$ cat config.mk
export PLATFORM = sky130hd
export DESIGN_NAME = hdsc_top
export DESIGN_NICKNAME = d
export VERILOG_FILES = /design/src/hdsc_pkg.sv /design/src/hdsc_event_filter.sv /design/src/hdsc_top.sv
export VERILOG_INCLUDE_DIRS = /design/src /design/src/src
export SDC_FILE = /design/constraint.sdc
export NUM_CORES = 1
export LEC_CHECK = 0
export ABC_AREA = 0
export BUFFER_PORTS_ARGS = -buffer_cell sky130_fd_sc_hd__buf_2
export CELL_PAD_IN_SITES_DETAIL_PLACEMENT = 1
export CELL_PAD_IN_SITES_GLOBAL_PLACEMENT = 2
export CORE_ASPECT_RATIO = 2
export CORE_MARGIN = 8
export CORE_UTILIZATION = 27
export CTS_BUF_LIST = sky130_fd_sc_hd__clkbuf_4 sky130_fd_sc_hd__clkbuf_8 sky130_fd_sc_hd__clkbuf_16
export DETAILED_ROUTE_END_ITERATION = 7
export MAX_ROUTING_LAYER = met4
export PLACE_DENSITY_LB_ADDON = 0.1
export SETUP_SLACK_MARGIN = 0.02
export SYNTH_ARGS = -nofsm -noshare
export SYNTH_HDL_FRONTEND = slang
export SYNTH_SLANG_ARGS = --single-unit
$ cat constraint.sdc
create_clock -name CLK -period 3.09 [get_ports CLK]
set_input_delay 0.309 -clock CLK [delete_from_list [all_inputs] [get_ports CLK]]
set_output_delay 0.309 -clock CLK [all_outputs]
set_load 0.02 [all_outputs]
$ cat src/hdsc_consts.svh
`ifndef HDSC_CONSTS_SVH
`define HDSC_CONSTS_SVH
// Register byte offsets
`define HDSC_OFF_CTRL       4'h0
`define HDSC_OFF_STATUS     4'h4
`define HDSC_OFF_FAULT      4'h8
// Control register fields
`define HDSC_CTRL_ENABLE    0
`define HDSC_CTRL_HALT      1
`define HDSC_CTRL_STEP      2
`define HDSC_CTRL_MASK      3
// Status register fields
`define HDSC_STAT_HALTED    0
`define HDSC_STAT_STEPPING  1
// Fault status fields, write one to clear
`define HDSC_FLT_HALT       0
`define HDSC_FLT_BREAKPOINT_INSTRUCTION       1
`define HDSC_FLT_WATCH      2
`define HDSC_FLT_VCATCH     3
`define HDSC_FLT_EXTERNAL   4
// Reset values
`define HDSC_CTRL_RESET     4'h0
`define HDSC_FAULT_RESET    5'h00
// AXI responses
`define HDSC_RESP_OKAY      2'h0
`define HDSC_RESP_SLVERR    2'h2
`endif

$ cat src/hdsc_pkg.sv
package hdsc_pkg;
  // Core run state as seen by debug control
  typedef enum logic [1:0] {
    HDSC_RUN,
    HDSC_HALTED,
    HDSC_STEP_GO,
    HDSC_STEP_WAIT
  } hdsc_state_t;

  // Per-instruction event candidates from the core
  typedef struct packed {
    logic retire;      // Instruction completes this cycle
    logic breakpoint_instruction;        // Breakpoint instruction or match unit hit
    logic vcatch;      // Vector catch match
    logic fetch_fault; // Protection, execute-never or bus error on fetch
    logic undef;       // Undefined instruction escalated
    logic data_fault;  // Protection fault on data access
    logic watch;       // Data or address watchpoint match
    logic exc_entry;   // Exception entry (incl. tail chain) starts
    logic handler_1st; // Next instruction is a handler's first
  } hdsc_core_ev_t;

  // Gated event outcomes toward the core
  typedef struct packed {
    logic breakpoint_instruction;
    logic vcatch;
    logic watch;
  } hdsc_evq_t;
endpackage

$ cat src/hdsc_event_filter.sv
`timescale 1ns/1ps
`default_nettype none
// Qualifies one instruction's synchronous and watchpoint events
module hdsc_event_filter (
  // Core events
  input  wire hdsc_pkg::hdsc_core_ev_t ev,
  input  wire logic                    step_due,
  // Qualified events
  output hdsc_pkg::hdsc_evq_t          evq,
  output logic                         sync_taken,
  output logic                         step_taken
);
  logic watch_ok;

  // No breakpoint from a faulted fetch; a fault turns the fetch into exception entry
  always_comb begin
    step_taken = step_due;
    // Step wins the tie; any of the three is legal to take
    evq.breakpoint_instruction   = ev.breakpoint_instruction & ~ev.fetch_fault & ~step_due;
    evq.vcatch = ev.vcatch & ~evq.breakpoint_instruction & ~step_due;
    sync_taken = step_taken | evq.breakpoint_instruction | evq.vcatch;
    // Escalated undefined makes no access, and faulted access gives no match
    watch_ok   = ~ev.undef & ~ev.data_fault & ~sync_taken;
    evq.watch  = ev.watch & watch_ok;
  end
endmodule
`default_nettype wire

$ cat src/hdsc_top.sv
// How it works
// - Step set, halt cleared: leave and step once
// - Step runs one instruction or one exception entry
// - Stepped return tail-chains: halt at new handler
// - At most one context push per step
// - Step end sets halt flag, re-enters debug
// - Mask blocks service call, tick, external interrupts
// - Halt 0 step 0 while halted: resume
// - Halt 0 step 1 while halted: step, halt
// - Halt 1 written: stay in debug state
// - Step and mask decoded only when enabled and halted
// - Enable 0: halt, step, mask ignored
// - Re-entry shows halt request and halted set
// - Sync: breakpoint, catch, step; others asynchronous
// - Faulted fetch gives no breakpoint
// - Sync debug event suppresses instruction's exceptions
// - Step event taken on following instruction
// - Any one of coinciding sync events taken
// - Escalated undefined makes no memory access
// - Protection-faulted access gives no watchpoint
// - Remaining events exclusive; async order fixed
//
// Local design decisions: the address map and the AXI4-Lite register port.
`timescale 1ns/1ps
`default_nettype none
`include "hdsc_consts.svh"
module hdsc_top (
  // Clock and reset
  input  wire logic        CLK,
  input  wire logic        RESET,
  // AXI4-Lite write address
  input  wire logic [3:0]  S_AXI_AWADDR,
  input  wire logic        S_AXI_AWVALID,
  output logic             S_AXI_AWREADY,
  // AXI4-Lite write data
  input  wire logic [31:0] S_AXI_WDATA,
  input  wire logic [3:0]  S_AXI_WSTRB,
  input  wire logic        S_AXI_WVALID,
  output logic             S_AXI_WREADY,
  // AXI4-Lite write response
  output logic [1:0]       S_AXI_BRESP,
  output logic             S_AXI_BVALID,
  input  wire logic        S_AXI_BREADY,
  // AXI4-Lite read address
  input  wire logic [3:0]  S_AXI_ARADDR,
  input  wire logic        S_AXI_ARVALID,
  output logic             S_AXI_ARREADY,
  // AXI4-Lite read data
  output logic [31:0]      S_AXI_RDATA,
  output logic [1:0]       S_AXI_RRESP,
  output logic             S_AXI_RVALID,
  input  wire logic        S_AXI_RREADY,
  // External debug request pin
  input  wire logic        EXT_DEBUG_REQ,
  // Core event inputs, same clock
  input  wire hdsc_pkg::hdsc_core_ev_t CORE_EV,
  // Core control outputs
  output logic             CORE_HALT,
  output logic             CORE_STEP_GO,
  output logic             CORE_MASK_INTS,
  output logic             CORE_NO_RECURSE,
  output hdsc_pkg::hdsc_evq_t CORE_EVQ,
  output logic             CORE_SUPPRESS
);
  // Run state and the debugger's control bits
  hdsc_pkg::hdsc_state_t state;
  logic        ctl_enable;
  logic        ctl_halt;
  logic        ctl_step;
  logic        ctl_mask;

  // Sticky debug event flags, cleared by writing ones
  logic [4:0]  fault;

  // Write slot: address and data may arrive in either order
  logic        aw_held;
  logic        w_held;
  logic [3:0]  aw_addr;
  logic [31:0] w_data;
  logic [3:0]  w_strb;
  logic        do_write;
  logic        ctl_write;
  logic        flt_write;

  // Step bookkeeping, request synchroniser and event decode
  logic        pushed;
  logic [2:0]  ext_sync;
  logic        ext_req;
  logic        halted;
  logic        step_due;
  logic        sync_taken;
  logic        step_taken;
  logic        async_halt;
  logic        enter_debug;
  logic        step_done;
  hdsc_pkg::hdsc_evq_t evq;

  // Read answer prepared from the address on the bus
  logic [31:0] next_rdata;
  logic [1:0]  next_rresp;

  // Synchronous event qualification
  hdsc_event_filter hdsc_event_filter_i (
    .ev         (CORE_EV),
    .step_due   (step_due),
    .evq        (evq),
    .sync_taken (sync_taken),
    .step_taken (step_taken)
  );

  // External request: three flops, change counts when last two agree
  always_ff @(posedge CLK) begin
    if (RESET) begin
      ext_sync <= 3'h0;
      ext_req  <= 1'b0;
    end else begin
      ext_sync <= {ext_sync[1:0], EXT_DEBUG_REQ};
      if (ext_sync[2] == ext_sync[1])
        ext_req <= ext_sync[2];
    end
  end

  // Write channels taken in either order; held until both present
  always_ff @(posedge CLK) begin
    if (RESET) begin
      aw_held <= 1'b0;
      w_held  <= 1'b0;
      aw_addr <= 4'h0;
      w_data  <= 32'h0;
      w_strb  <= 4'h0;
    end else begin
      if (S_AXI_AWVALID && S_AXI_AWREADY) begin
        aw_held <= 1'b1;
        aw_addr <= S_AXI_AWADDR;
      end else if (do_write) begin
        aw_held <= 1'b0;
      end
      if (S_AXI_WVALID && S_AXI_WREADY) begin
        w_held <= 1'b1;
        w_data <= S_AXI_WDATA;
        w_strb <= S_AXI_WSTRB;
      end else if (do_write) begin
        w_held <= 1'b0;
      end
    end
  end

  // Ready only while the slot is empty and no response is pending
  always_ff @(posedge CLK) begin
    if (RESET) begin
      S_AXI_AWREADY <= 1'b0;
      S_AXI_WREADY  <= 1'b0;
    end else begin
      S_AXI_AWREADY <= ~aw_held & ~(S_AXI_AWVALID & S_AXI_AWREADY) & ~S_AXI_BVALID & ~do_write;
      S_AXI_WREADY  <= ~w_held & ~(S_AXI_WVALID & S_AXI_WREADY) & ~S_AXI_BVALID & ~do_write;
    end
  end

  assign do_write  = aw_held & w_held & ~S_AXI_BVALID;
  assign ctl_write = do_write && (aw_addr == `HDSC_OFF_CTRL) && w_strb[0];
  assign flt_write = do_write && (aw_addr == `HDSC_OFF_FAULT) && w_strb[0];

  // Write response; unmapped offsets answer SLVERR
  always_ff @(posedge CLK) begin
    if (RESET) begin
      S_AXI_BVALID <= 1'b0;
      S_AXI_BRESP  <= `HDSC_RESP_OKAY;
    end else if (do_write) begin
      S_AXI_BVALID <= 1'b1;
      if (aw_addr == `HDSC_OFF_CTRL || aw_addr == `HDSC_OFF_FAULT)
        S_AXI_BRESP <= `HDSC_RESP_OKAY;
      else if (aw_addr == `HDSC_OFF_STATUS)
        S_AXI_BRESP <= `HDSC_RESP_OKAY;
      else
        S_AXI_BRESP <= `HDSC_RESP_SLVERR;
    end else if (S_AXI_BVALID && S_AXI_BREADY) begin
      S_AXI_BVALID <= 1'b0;
    end
  end

  assign halted      = (state == hdsc_pkg::HDSC_HALTED);
  assign step_due    = (state == hdsc_pkg::HDSC_STEP_WAIT) && CORE_EV.retire;
  // Fixed async order: halt request, external, watchpoint
  assign async_halt  = ctl_enable & (state == hdsc_pkg::HDSC_RUN)
                     & (ctl_halt | ext_req | evq.watch);
  assign enter_debug = ctl_enable & ~halted & (sync_taken | async_halt);
  // Step ends when the next instruction comes due or a handler is ready
  assign step_done   = (state == hdsc_pkg::HDSC_STEP_WAIT)
                     & (step_taken | CORE_EV.handler_1st);

  // Control bits; ignored while halting debug is disabled
  always_ff @(posedge CLK) begin
    if (RESET) begin
      ctl_enable <= 1'b0;
      ctl_halt   <= 1'b0;
      ctl_step   <= 1'b0;
      ctl_mask   <= 1'b0;
    end else begin
      if (ctl_write) begin
        ctl_enable <= w_data[`HDSC_CTRL_ENABLE];
        if (w_data[`HDSC_CTRL_ENABLE] && halted) begin
          ctl_halt <= w_data[`HDSC_CTRL_HALT];
          ctl_step <= w_data[`HDSC_CTRL_STEP];
          ctl_mask <= w_data[`HDSC_CTRL_MASK];
        end else if (w_data[`HDSC_CTRL_ENABLE]) begin
          ctl_halt <= w_data[`HDSC_CTRL_HALT];                              // Halt request while running
        end else begin
          // Disabling drops the ignored bits so a later enable cannot revive a stale mask
          ctl_halt <= 1'b0;
          ctl_step <= 1'b0;
          ctl_mask <= 1'b0;
        end
      end
      // Re-entry shows the halt request set again
      if (enter_debug || step_done)
        ctl_halt <= 1'b1;
    end
  end

  // Run state sequencing
  always_ff @(posedge CLK) begin
    if (RESET) begin
      state <= hdsc_pkg::HDSC_RUN;
    end else if (!ctl_enable) begin
      state <= hdsc_pkg::HDSC_RUN;
    end else begin
      case (state)
        hdsc_pkg::HDSC_RUN: begin
          if (enter_debug)
            state <= hdsc_pkg::HDSC_HALTED;
        end
        hdsc_pkg::HDSC_HALTED: begin
          // Halt bit 1 keeps us here whatever step and mask say
          if (!ctl_halt && ctl_step)
            state <= hdsc_pkg::HDSC_STEP_GO;
          else if (!ctl_halt)
            state <= hdsc_pkg::HDSC_RUN;
        end
        hdsc_pkg::HDSC_STEP_GO: begin
          state <= hdsc_pkg::HDSC_STEP_WAIT;
        end
        hdsc_pkg::HDSC_STEP_WAIT: begin
          if (step_done || sync_taken)
            state <= hdsc_pkg::HDSC_HALTED;
        end
        default: begin
          state <= hdsc_pkg::HDSC_RUN;
        end
      endcase
    end
  end

  // One context push allowed per step
  // Held until the next step starts, so a late second entry cannot stack again
  always_ff @(posedge CLK) begin
    if (RESET)
      pushed <= 1'b0;
    else if (state == hdsc_pkg::HDSC_STEP_GO)
      pushed <= 1'b0;
    else if (state == hdsc_pkg::HDSC_STEP_WAIT && CORE_EV.exc_entry)
      pushed <= 1'b1;
  end

  // Sticky fault flags; a new event beats a same-cycle clear
  always_ff @(posedge CLK) begin
    if (RESET) begin
      fault <= `HDSC_FAULT_RESET;
    end else begin
      if (flt_write)
        fault <= fault & ~w_data[4:0];
      if (step_done || (enter_debug && ctl_halt))
        fault[`HDSC_FLT_HALT] <= 1'b1;
      if (enter_debug && evq.breakpoint_instruction)
        fault[`HDSC_FLT_BREAKPOINT_INSTRUCTION] <= 1'b1;
      if (enter_debug && evq.watch)
        fault[`HDSC_FLT_WATCH] <= 1'b1;
      if (enter_debug && evq.vcatch)
        fault[`HDSC_FLT_VCATCH] <= 1'b1;
      if (enter_debug && ext_req)
        fault[`HDSC_FLT_EXTERNAL] <= 1'b1;
    end
  end

  // Core control outputs, registered
  always_ff @(posedge CLK) begin
    if (RESET) begin
      CORE_HALT       <= 1'b0;
      CORE_STEP_GO    <= 1'b0;
      CORE_MASK_INTS  <= 1'b0;
      CORE_NO_RECURSE <= 1'b0;
      CORE_EVQ        <= '0;
      CORE_SUPPRESS   <= 1'b0;
    end else begin
      CORE_HALT       <= halted;
      CORE_STEP_GO    <= (state == hdsc_pkg::HDSC_STEP_GO);
      CORE_MASK_INTS  <= ctl_enable & ctl_mask;
      CORE_NO_RECURSE <= pushed | (state == hdsc_pkg::HDSC_STEP_WAIT
                                   && CORE_EV.exc_entry);
      CORE_EVQ        <= ctl_enable ? evq : '0;
      CORE_SUPPRESS   <= ctl_enable & sync_taken;
    end
  end

  // Read data mux; disabled control bits read as zero
  always_comb begin
    next_rdata = 32'h0;
    next_rresp = `HDSC_RESP_OKAY;
    if (S_AXI_ARADDR == `HDSC_OFF_CTRL) begin
      next_rdata[`HDSC_CTRL_ENABLE] = ctl_enable;
      next_rdata[`HDSC_CTRL_HALT]   = ctl_enable & ctl_halt;
      next_rdata[`HDSC_CTRL_STEP]   = ctl_enable & ctl_step;
      next_rdata[`HDSC_CTRL_MASK]   = ctl_enable & ctl_mask;
    end else if (S_AXI_ARADDR == `HDSC_OFF_STATUS) begin
      next_rdata[`HDSC_STAT_HALTED]   = halted;
      next_rdata[`HDSC_STAT_STEPPING] = (state == hdsc_pkg::HDSC_STEP_WAIT);
    end else if (S_AXI_ARADDR == `HDSC_OFF_FAULT) begin
      next_rdata[4:0] = fault;
    end else begin
      next_rresp = `HDSC_RESP_SLVERR;
    end
  end

  // Read channel: one read at a time, answer the cycle after acceptance
  // ARREADY drops while an answer waits, trading throughput for a one-word buffer
  always_ff @(posedge CLK) begin
    if (RESET) begin
      S_AXI_ARREADY <= 1'b0;
      S_AXI_RVALID  <= 1'b0;
      S_AXI_RDATA   <= 32'h0;
      S_AXI_RRESP   <= `HDSC_RESP_OKAY;
    end else begin
      S_AXI_ARREADY <= ~S_AXI_RVALID & ~(S_AXI_ARVALID & S_AXI_ARREADY);
      if (S_AXI_ARVALID && S_AXI_ARREADY) begin
        S_AXI_RVALID <= 1'b1;
        S_AXI_RDATA  <= next_rdata;
        S_AXI_RRESP  <= next_rresp;
      end else if (S_AXI_RVALID && S_AXI_RREADY) begin
        S_AXI_RVALID <= 1'b0;
      end
    end
  end
endmodule
`default_nettype wire

## Word level (Yosys, flattened, before mapping)

Cells that the tools add are included.

| word-level totals | value |
|---|---|
| flip-flop bits (word level) | 50 |
| bits in latches | 0 |
| bits in writable memories | 0 |
| ROM bits | 0 |
| output and inout port bits | 49 |
| word-level logic and storage cells | 174 |
| memories | 0 |

| cells by class | value |
|---|---|
| $add $sub $neg | 0 |
| multiply operators | 0 |
| div/mod/pow operators | 0 |
| order comparisons | 0 |
| eq/ne operators | 12 |
| shift operators | 0 |
| multiplexer cells | 35 |
| bitwise logic cells | 53 |
| reduce and logical (&&, ||, !) cells | 40 |

Operator list:

| kind | count |
|---|---|
| $and A1 B1 Y1 | 28 |
| $mux W1 | 20 |
| $mux W2 | 10 |
| $reduce_bool A2 Y1 | 10 |
| $logic_and A1 B1 Y1 | 18 |
| $not A1 Y1 | 16 |
| $mux W5 | 2 |
| $eq A4 B3 Y1 const B | 2 |
| $eq A4 B4 Y1 const B | 2 |
| $logic_not A4 Y1 | 2 |
| $pmux W2 S4 | 1 |
| $or A1 B1 Y1 | 7 |
| $and A5 B5 Y5 | 1 |
| $not A5 Y5 | 1 |
| $eq A2 B2 Y1 const B | 2 |
| $logic_or A1 B1 Y1 | 4 |
| $mux W4 | 1 |
| $ne A2 B2 Y1 const B | 2 |
| $reduce_or A2 Y1 | 2 |
| $mux W3 | 1 |
| $ne A3 B2 Y1 const B | 1 |
| $reduce_and A3 Y1 | 1 |
| $eq A2 B1 Y1 const B | 1 |
| $logic_not A2 Y1 | 1 |
| other kinds (4) | 4 |

## Logic depth before layout (Yosys ltp)

| logic depth | value |
|---|---|
| word-level depth | 18 |
| depth in mapped cells | 6 |

## Modules after synthesis

Synthesis repeated with hierarchy kept, for this count alone.

| unflattened totals | value |
|---|---|
| cell total of the unflattened synthesis | 247 |
| area total of the unflattened synthesis | 2,199.6 um2 |

By module, submodules not included:

| module | times used | cells each | area an instance (um2) | sequential area each (um2) |
|---|---|---|---|---|
| hdsc_top | 1 | 240 | 2,144.6 | 960.9 |
| hdsc_event_filter | 1 | 7 | 55.1 | 0.0 |

## Least setup slack after synthesis

No wires, ideal clock.

| timing | value |
|---|---|
| path kind | register -> register |
| from | register state[0] |
| to | register state[0] |
| setup time | 0.124 ns |
| data arrival time | 1.439 ns |
| required time | 2.966 ns |
| setup slack | 1.527 ns |
| stages on the path, launching flop included | 6 |
| buffers on the path | 0 |
| period minus slack after synthesis | 1.563 ns |
| cell sequence | dfxtp_1 -> ha_1 -> or4b_1 -> o221ai_2 -> a31oi_2 -> mux2i_1 |

| between the ends | value |
|---|---|
| word-level cells in the longest chain between the ends | 17 |

Ends and longest elaborated chain:

| item | line | source |
|---|---|---|
| start, declared | hdsc_top.sv:66 | `hdsc_pkg::hdsc_state_t state;` |
| start signal, assigned | hdsc_top.sv:223 | `state <= hdsc_pkg::HDSC_RUN;` |
| start signal, assigned | hdsc_top.sv:225 | `state <= hdsc_pkg::HDSC_RUN;` |
| start signal, assigned | hdsc_top.sv:230 | `state <= hdsc_pkg::HDSC_HALTED;` |
| $eq A2 B2 Y1 | hdsc_top.sv:182, hdsc_top.sv:188, hdsc_top.sv:227 |  |
| $logic_and A1 B1 Y1 | hdsc_top.sv:182 | `assign step_due = (state == hdsc_pkg::HDSC_STEP_WAIT) && CORE_EV.retire;` |
| $not A1 Y1 | hdsc_event_filter.sv:19, hdsc_event_filter.sv:20 |  |
| $and A1 B1 Y1 | hdsc_event_filter.sv:19 | `evq.breakpoint_instruction = ev.breakpoint_instruction & ~ev.fetch_fault & ~step_due;` |
| $not A1 Y1 | hdsc_event_filter.sv:20 | `evq.vcatch = ev.vcatch & ~evq.breakpoint_instruction & ~step_due;` |
| $and A1 B1 Y1 (2 in a row) | hdsc_event_filter.sv:20 |  |
| $or A1 B1 Y1 | hdsc_event_filter.sv:21 | `sync_taken = step_taken \| evq.breakpoint_instruction \| evq.vcatch;` |
| $not A1 Y1 | hdsc_event_filter.sv:23 | `watch_ok = ~ev.undef & ~ev.data_fault & ~sync_taken;` |
| $and A1 B1 Y1 | hdsc_event_filter.sv:23 |  |
| $and A1 B1 Y1 | hdsc_event_filter.sv:24 | `evq.watch = ev.watch & watch_ok;` |
| $or A1 B1 Y1 | hdsc_top.sv:185 | `& (ctl_halt \| ext_req \| evq.watch);` |
| $and A1 B1 Y1 | hdsc_top.sv:185 |  |
| $or A1 B1 Y1 | hdsc_top.sv:186 | `assign enter_debug = ctl_enable & ~halted & (sync_taken \| async_halt);` |
| $and A1 B1 Y1 | hdsc_top.sv:186 |  |
| $ne A2 B2 Y1 (no line) | n/a |  |
| $reduce_and A3 Y1 (no line) | n/a |  |

Parallel ways exist; a longest one is shown, timed or not.
A chain may end at the register's enable or synchronous reset.

## Worst setup path after layout

| timing | value |
|---|---|
| from | register state[0] |
| to | register state[1] |

Same word-level chain as after synthesis.

==> reports/summary.txt <==
RUN STATUS
--------------------------------------------------------------------------------------------------------
Run status                                                                                  complete, no violations

FLOORPLANNING
--------------------------------------------------------------------------------------------------------
Die Footprint                                                                                  11500 µm²
Top-level I/O count                                                                                  110
Area of the core                                                                                7940 µm²
Effective utilization at floorplan                                                                 0.277
Number of standard-cell rows in the floorplan                                                         46
Height of the chip                                                                                144 µm
Die Width                                                                                        79.9 µm

CTS
--------------------------------------------------------------------------------------------------------
Buffer count from post-CTS setup fixing                                                                0
Post-cts sizing count                                                                                  0
Clock insertion delay at the later pin of the skew report                                        0.29 ns
Total clock sinks                                                                                     48
CTS Root Buffer Type                                                                        sky130_fd_sc_hd__clkbuf_16
Post-CTS Hold Fix Bufs                                                                                 0
Post-CTS clock slew at the launch and capture registers of the worst setup and hold paths        0.06 ns
Number of buffers created by CTS                                                                       5
Clock tree from TritonCTS                                                                          built
Maximum clock insertion buffer count                                                                   2
Number of H-tree levels                                                                                2

PLACEMENT
--------------------------------------------------------------------------------------------------------
Instance area at placement                                                                      2440 µm²
Weighted congestion at the end of routability-driven global placement                              0.778
Post-DP HPWL                                                                                     4940 µm
Count of port buffers added during placement                                                          50
Cell Count Post-Placement                                                                            387
Placement Setup Slack                                                                            1.33 ns

DRT
--------------------------------------------------------------------------------------------------------
Routed wirelength normalized by instance count                                                   15.8 µm
Post-detailed-route count of antenna-violating nets                                                    0
Routed wire length on met2                                                                       3590 µm
Total wire length after detailed routing                                                         6230 µm
Met1 wire length                                                                                 2210 µm
Uppermost signal routing layer after detailed routing                                               met4
Via-to-Cell Ratio                                                                                   4.67
DRT iter0 DRCs                                                                                        61
Metal3 WL                                                                                         282 µm
Vias after detailed routing                                                                         1846
DRC                                                                                                    0
Detailed Routing Iterations Pass 1                                                                     4

FINAL LAYOUT
--------------------------------------------------------------------------------------------------------
Layout cell share with drive strength beyond 1                                                     0.227
Ant. Diodes                                                                                            0
Count of non-filler cells in the finished layout                                                     395
Number of inserted filler cells in the final layout                                                  995
Post-route cell area                                                                            2600 µm²
Layout-stage area growth over the synthesis result                                                 18.2%
Net count reported at finish                                                                         364

LOGIC SYNTHESIS
--------------------------------------------------------------------------------------------------------
Proportion of netlist area held by the largest area contributor                                    0.436
Cell types with the largest area share after synthesis                                      sky130_fd_sc_hd__dfxtp_1, sky130_fd_sc_hd__buf_4, sky130_fd_sc_hd__nand2_1, sky130_fd_sc_hd__a21oi_1, sky130_fd_sc_hd__ha_1
Proportion of synthesized chip area in sequential cells                                            0.436
Leading area contributor after synthesis                                                    sky130_fd_sc_hd__dfxtp_1
Fraction of registers with async set/reset                                                             0
Mapped Area                                                                                     2200 µm²
Leading cell type by number of instances after synthesis                                    sky130_fd_sc_hd__dfxtp_1
Register bit total from synthesis                                                                     48
Most used DFF post-synth                                                                    sky130_fd_sc_hd__dfxtp_1
Synth Instances                                                                                      249
Count of unique library cells instantiated by Yosys                                                   46
Count of flip-flops with a built-in enable after synthesis                                             0
Top cells by count, synth                                                                   sky130_fd_sc_hd__dfxtp_1, sky130_fd_sc_hd__nand2_1, sky130_fd_sc_hd__buf_4
Post-Synthesis Mean Instance Area                                                               8.84 µm²
Yosys Warn Count                                                                                       0

TIMING
--------------------------------------------------------------------------------------------------------
Fmax                                                                                             570 MHz
Period utilization                                                                                 0.568
Max_slew headroom                                                                                  0.574
Transition at the pin with the smallest max-transition slack                                    0.635 ns
Setup violations, final                                                                                0
Slew Limit Fails                                                                                       0
Minimum hold slack                                                                              0.227 ns
Min Tclk post-route                                                                              1.75 ns
Minimum setup slack in the final design                                                          1.34 ns
Final sum of negative setup slack                                                                   0 ns
Final Hold Viols                                                                                       0
Unrepaired setup endpoints after global routing                                                       no
Worst Skew                                                                                    0.00457 ns

CRITICAL PATH
--------------------------------------------------------------------------------------------------------
Worst EP arrival                                                                                 1.93 ns
Reg2Reg Depth                                                                                          4
Setup slack on the worst flop-to-flop path                                                       1.34 ns
Type of element launching the critical path                                                     register
Worst Setup End Kind                                                                            register
Required time at the endpoint of the critical path                                               3.27 ns
Largest driver fanout on the critical path                                                             8
Reg-to-reg endpoint                                                                         state[1]$_SDFFE_PP0P_
Launch point of the critical path                                                           state[0]$_SDFFE_PP0P_
Setup crit end                                                                              state[1]$_SDFFE_PP0P_
Category of the critical setup timing path                                                       reg2reg
R2R Path Start                                                                              state[0]$_SDFFE_PP0P_

POWER
--------------------------------------------------------------------------------------------------------
PwrDens                                                                                       535 nW/µm²
VDD IR max                                                                                    0.000287 V
Leakage power summed over all cells                                                              1.10 nW

GLOBAL ROUTING
--------------------------------------------------------------------------------------------------------
Wire length of the first global-routing pass                                                     9920 µm
GRT Util Overall                                                                                   0.115
Antenna violations before repair                                                                       0
Pin count of the biggest net entering global routing                                                  41
Vias in the first global route                                                                      2008
Grt total ovfl                                                                                         0

MIN PATH
--------------------------------------------------------------------------------------------------------
Type of the tightest min-delay check                                                              in2reg

FLOW RUN
--------------------------------------------------------------------------------------------------------
Max-cap violation count                                                                                0

worst max-delay path, stage by stage (launching register included):
cell and delay [ns]:
sky130_fd_sc_hd__dfxtp_1 0.36, sky130_fd_sc_hd__ha_1 0.31, sky130_fd_sc_hd__a211oi_1 0.57, sky130_fd_sc_hd__a31oi_2 0.24
sky130_fd_sc_hd__mux2i_1 0.16
power breakdown:
group          leakage [nW]  internal (W)  switching (W)
Sequential            0.390      0.000635      0.0000175
Clock                0.0843      0.000390       0.000233
Combinational         0.627     0.0000343      0.0000835
Total                  1.10       0.00106       0.000334
cell usage in the layout (no fill, tap or decap), types with 2 or more instances in the layout:
cell type | Yosys | final
sky130_fd_sc_hd__nor2b_1 | 4 | 4
sky130_fd_sc_hd__nor3_1 | 5 | 5
sky130_fd_sc_hd__nor3b_1 | 2 | 2
sky130_fd_sc_hd__mux2i_1 | 4 | 4
sky130_fd_sc_hd__a22oi_1 | 3 | 3
sky130_fd_sc_hd__and3_1 | 5 | 5
sky130_fd_sc_hd__a2bb2oi_1 | 2 | 2
sky130_fd_sc_hd__nand2_1 | 34 | 34
sky130_fd_sc_hd__ha_1 | 5 | 5
sky130_fd_sc_hd__nand3_1 | 12 | 12
sky130_fd_sc_hd__buf_2 | 1 | 50
sky130_fd_sc_hd__a32oi_1 | 3 | 3
sky130_fd_sc_hd__a211oi_1 | 3 | 3
sky130_fd_sc_hd__o21ai_0 | 10 | 10
sky130_fd_sc_hd__dfxtp_1 | 48 | 48
sky130_fd_sc_hd__conb_1 | 1 | 29
sky130_fd_sc_hd__nor2_1 | 12 | 12
sky130_fd_sc_hd__inv_1 | 7 | 7
sky130_fd_sc_hd__nand3b_1 | 3 | 3
sky130_fd_sc_hd__nand2b_1 | 2 | 2
sky130_fd_sc_hd__a2111oi_0 | 3 | 3
sky130_fd_sc_hd__clkbuf_16 | 0 | 5
sky130_fd_sc_hd__nand4_1 | 2 | 2
sky130_fd_sc_hd__a21oi_1 | 22 | 22
state kept, by name (all words and copies together) (netlist names), 2 cells and up:
signal / count
aw_addr: 4
fault: 5
w_data: 5
ext_sync: 3
state: 2
CORE_EVQ: 3
S_AXI_RDATA: 5
per-stage QoR:
step,util,power (W)
after detailed placement,0.307,0.000784
after global placement,0.307,0.000784
after floorplan,-,0.000768
final,0.328,0.00139
after global routing,0.328,0.00145
after CTS,0.328,0.00143
cell families (layout without fill, tap and decap cells):
family / Yosys count / after routing / synth area share
AND/OR/NAND/NOR: 91 / 91 / 0.216
multiplexers: 4 / 4 / 0.0182
other: 1 / 29 / 0.00170
AO/OA/AOI/OAI: 56 / 56 / 0.174
adder cells (fa/ha/maj): 5 / 5 / 0.0284
flip-flops: 48 / 48 / 0.436
buffers and inverters: 44 / 66 / 0.125
how the worst min path moves through the flow:
stage | startpoint | endpoint | slack [ns] | cells after the start
final | EXT_DEBUG_REQ | ext_sync[0]$_SDFF_PP0_ | 0.23 | 2
after global placement | ext_sync[0]$_SDFF_PP0_ | ext_sync[1]$_SDFF_PP0_ | 0.42 | 1
after detailed placement | ext_sync[0]$_SDFF_PP0_ | ext_sync[1]$_SDFF_PP0_ | 0.43 | 1
after global routing | EXT_DEBUG_REQ | ext_sync[0]$_SDFF_PP0_ | 0.23 | 2
after floorplan | S_AXI_ARVALID | S_AXI_ARREADY$_SDFF_PP0_ | 0.41 | 1
after CTS | EXT_DEBUG_REQ | ext_sync[0]$_SDFF_PP0_ | 0.22 | 2
layer usage:
| metal | vias up | GRT usage |
|---|---|---|
| li1 | 909 | - |
| met1 | 878 | 0.102 |
| met2 | 51 | 0.219 |
| met3 | 8 | 0.0263 |
| met4 | 0 | 0.0569 |
| met5 | - | - |
area by class of cell:
| type | count | area (µm²) | area share |
|---|---|---|---|
| Sequential cell | 48 | 961 | 0.369 |
| Tap cell | 96 | 120 | 0.0461 |
| Clock inverter | 2 | 35.0 | 0.0135 |
| Timing Repair Buffer | 51 | 258 | 0.0990 |
| Clock buffer | 6 | 133 | 0.0509 |
| Inverter | 7 | 26.3 | 0.0101 |
| Multi-Input combinational cell | 185 | 1070 | 0.411 |
(Power assumes the default switching activity.)
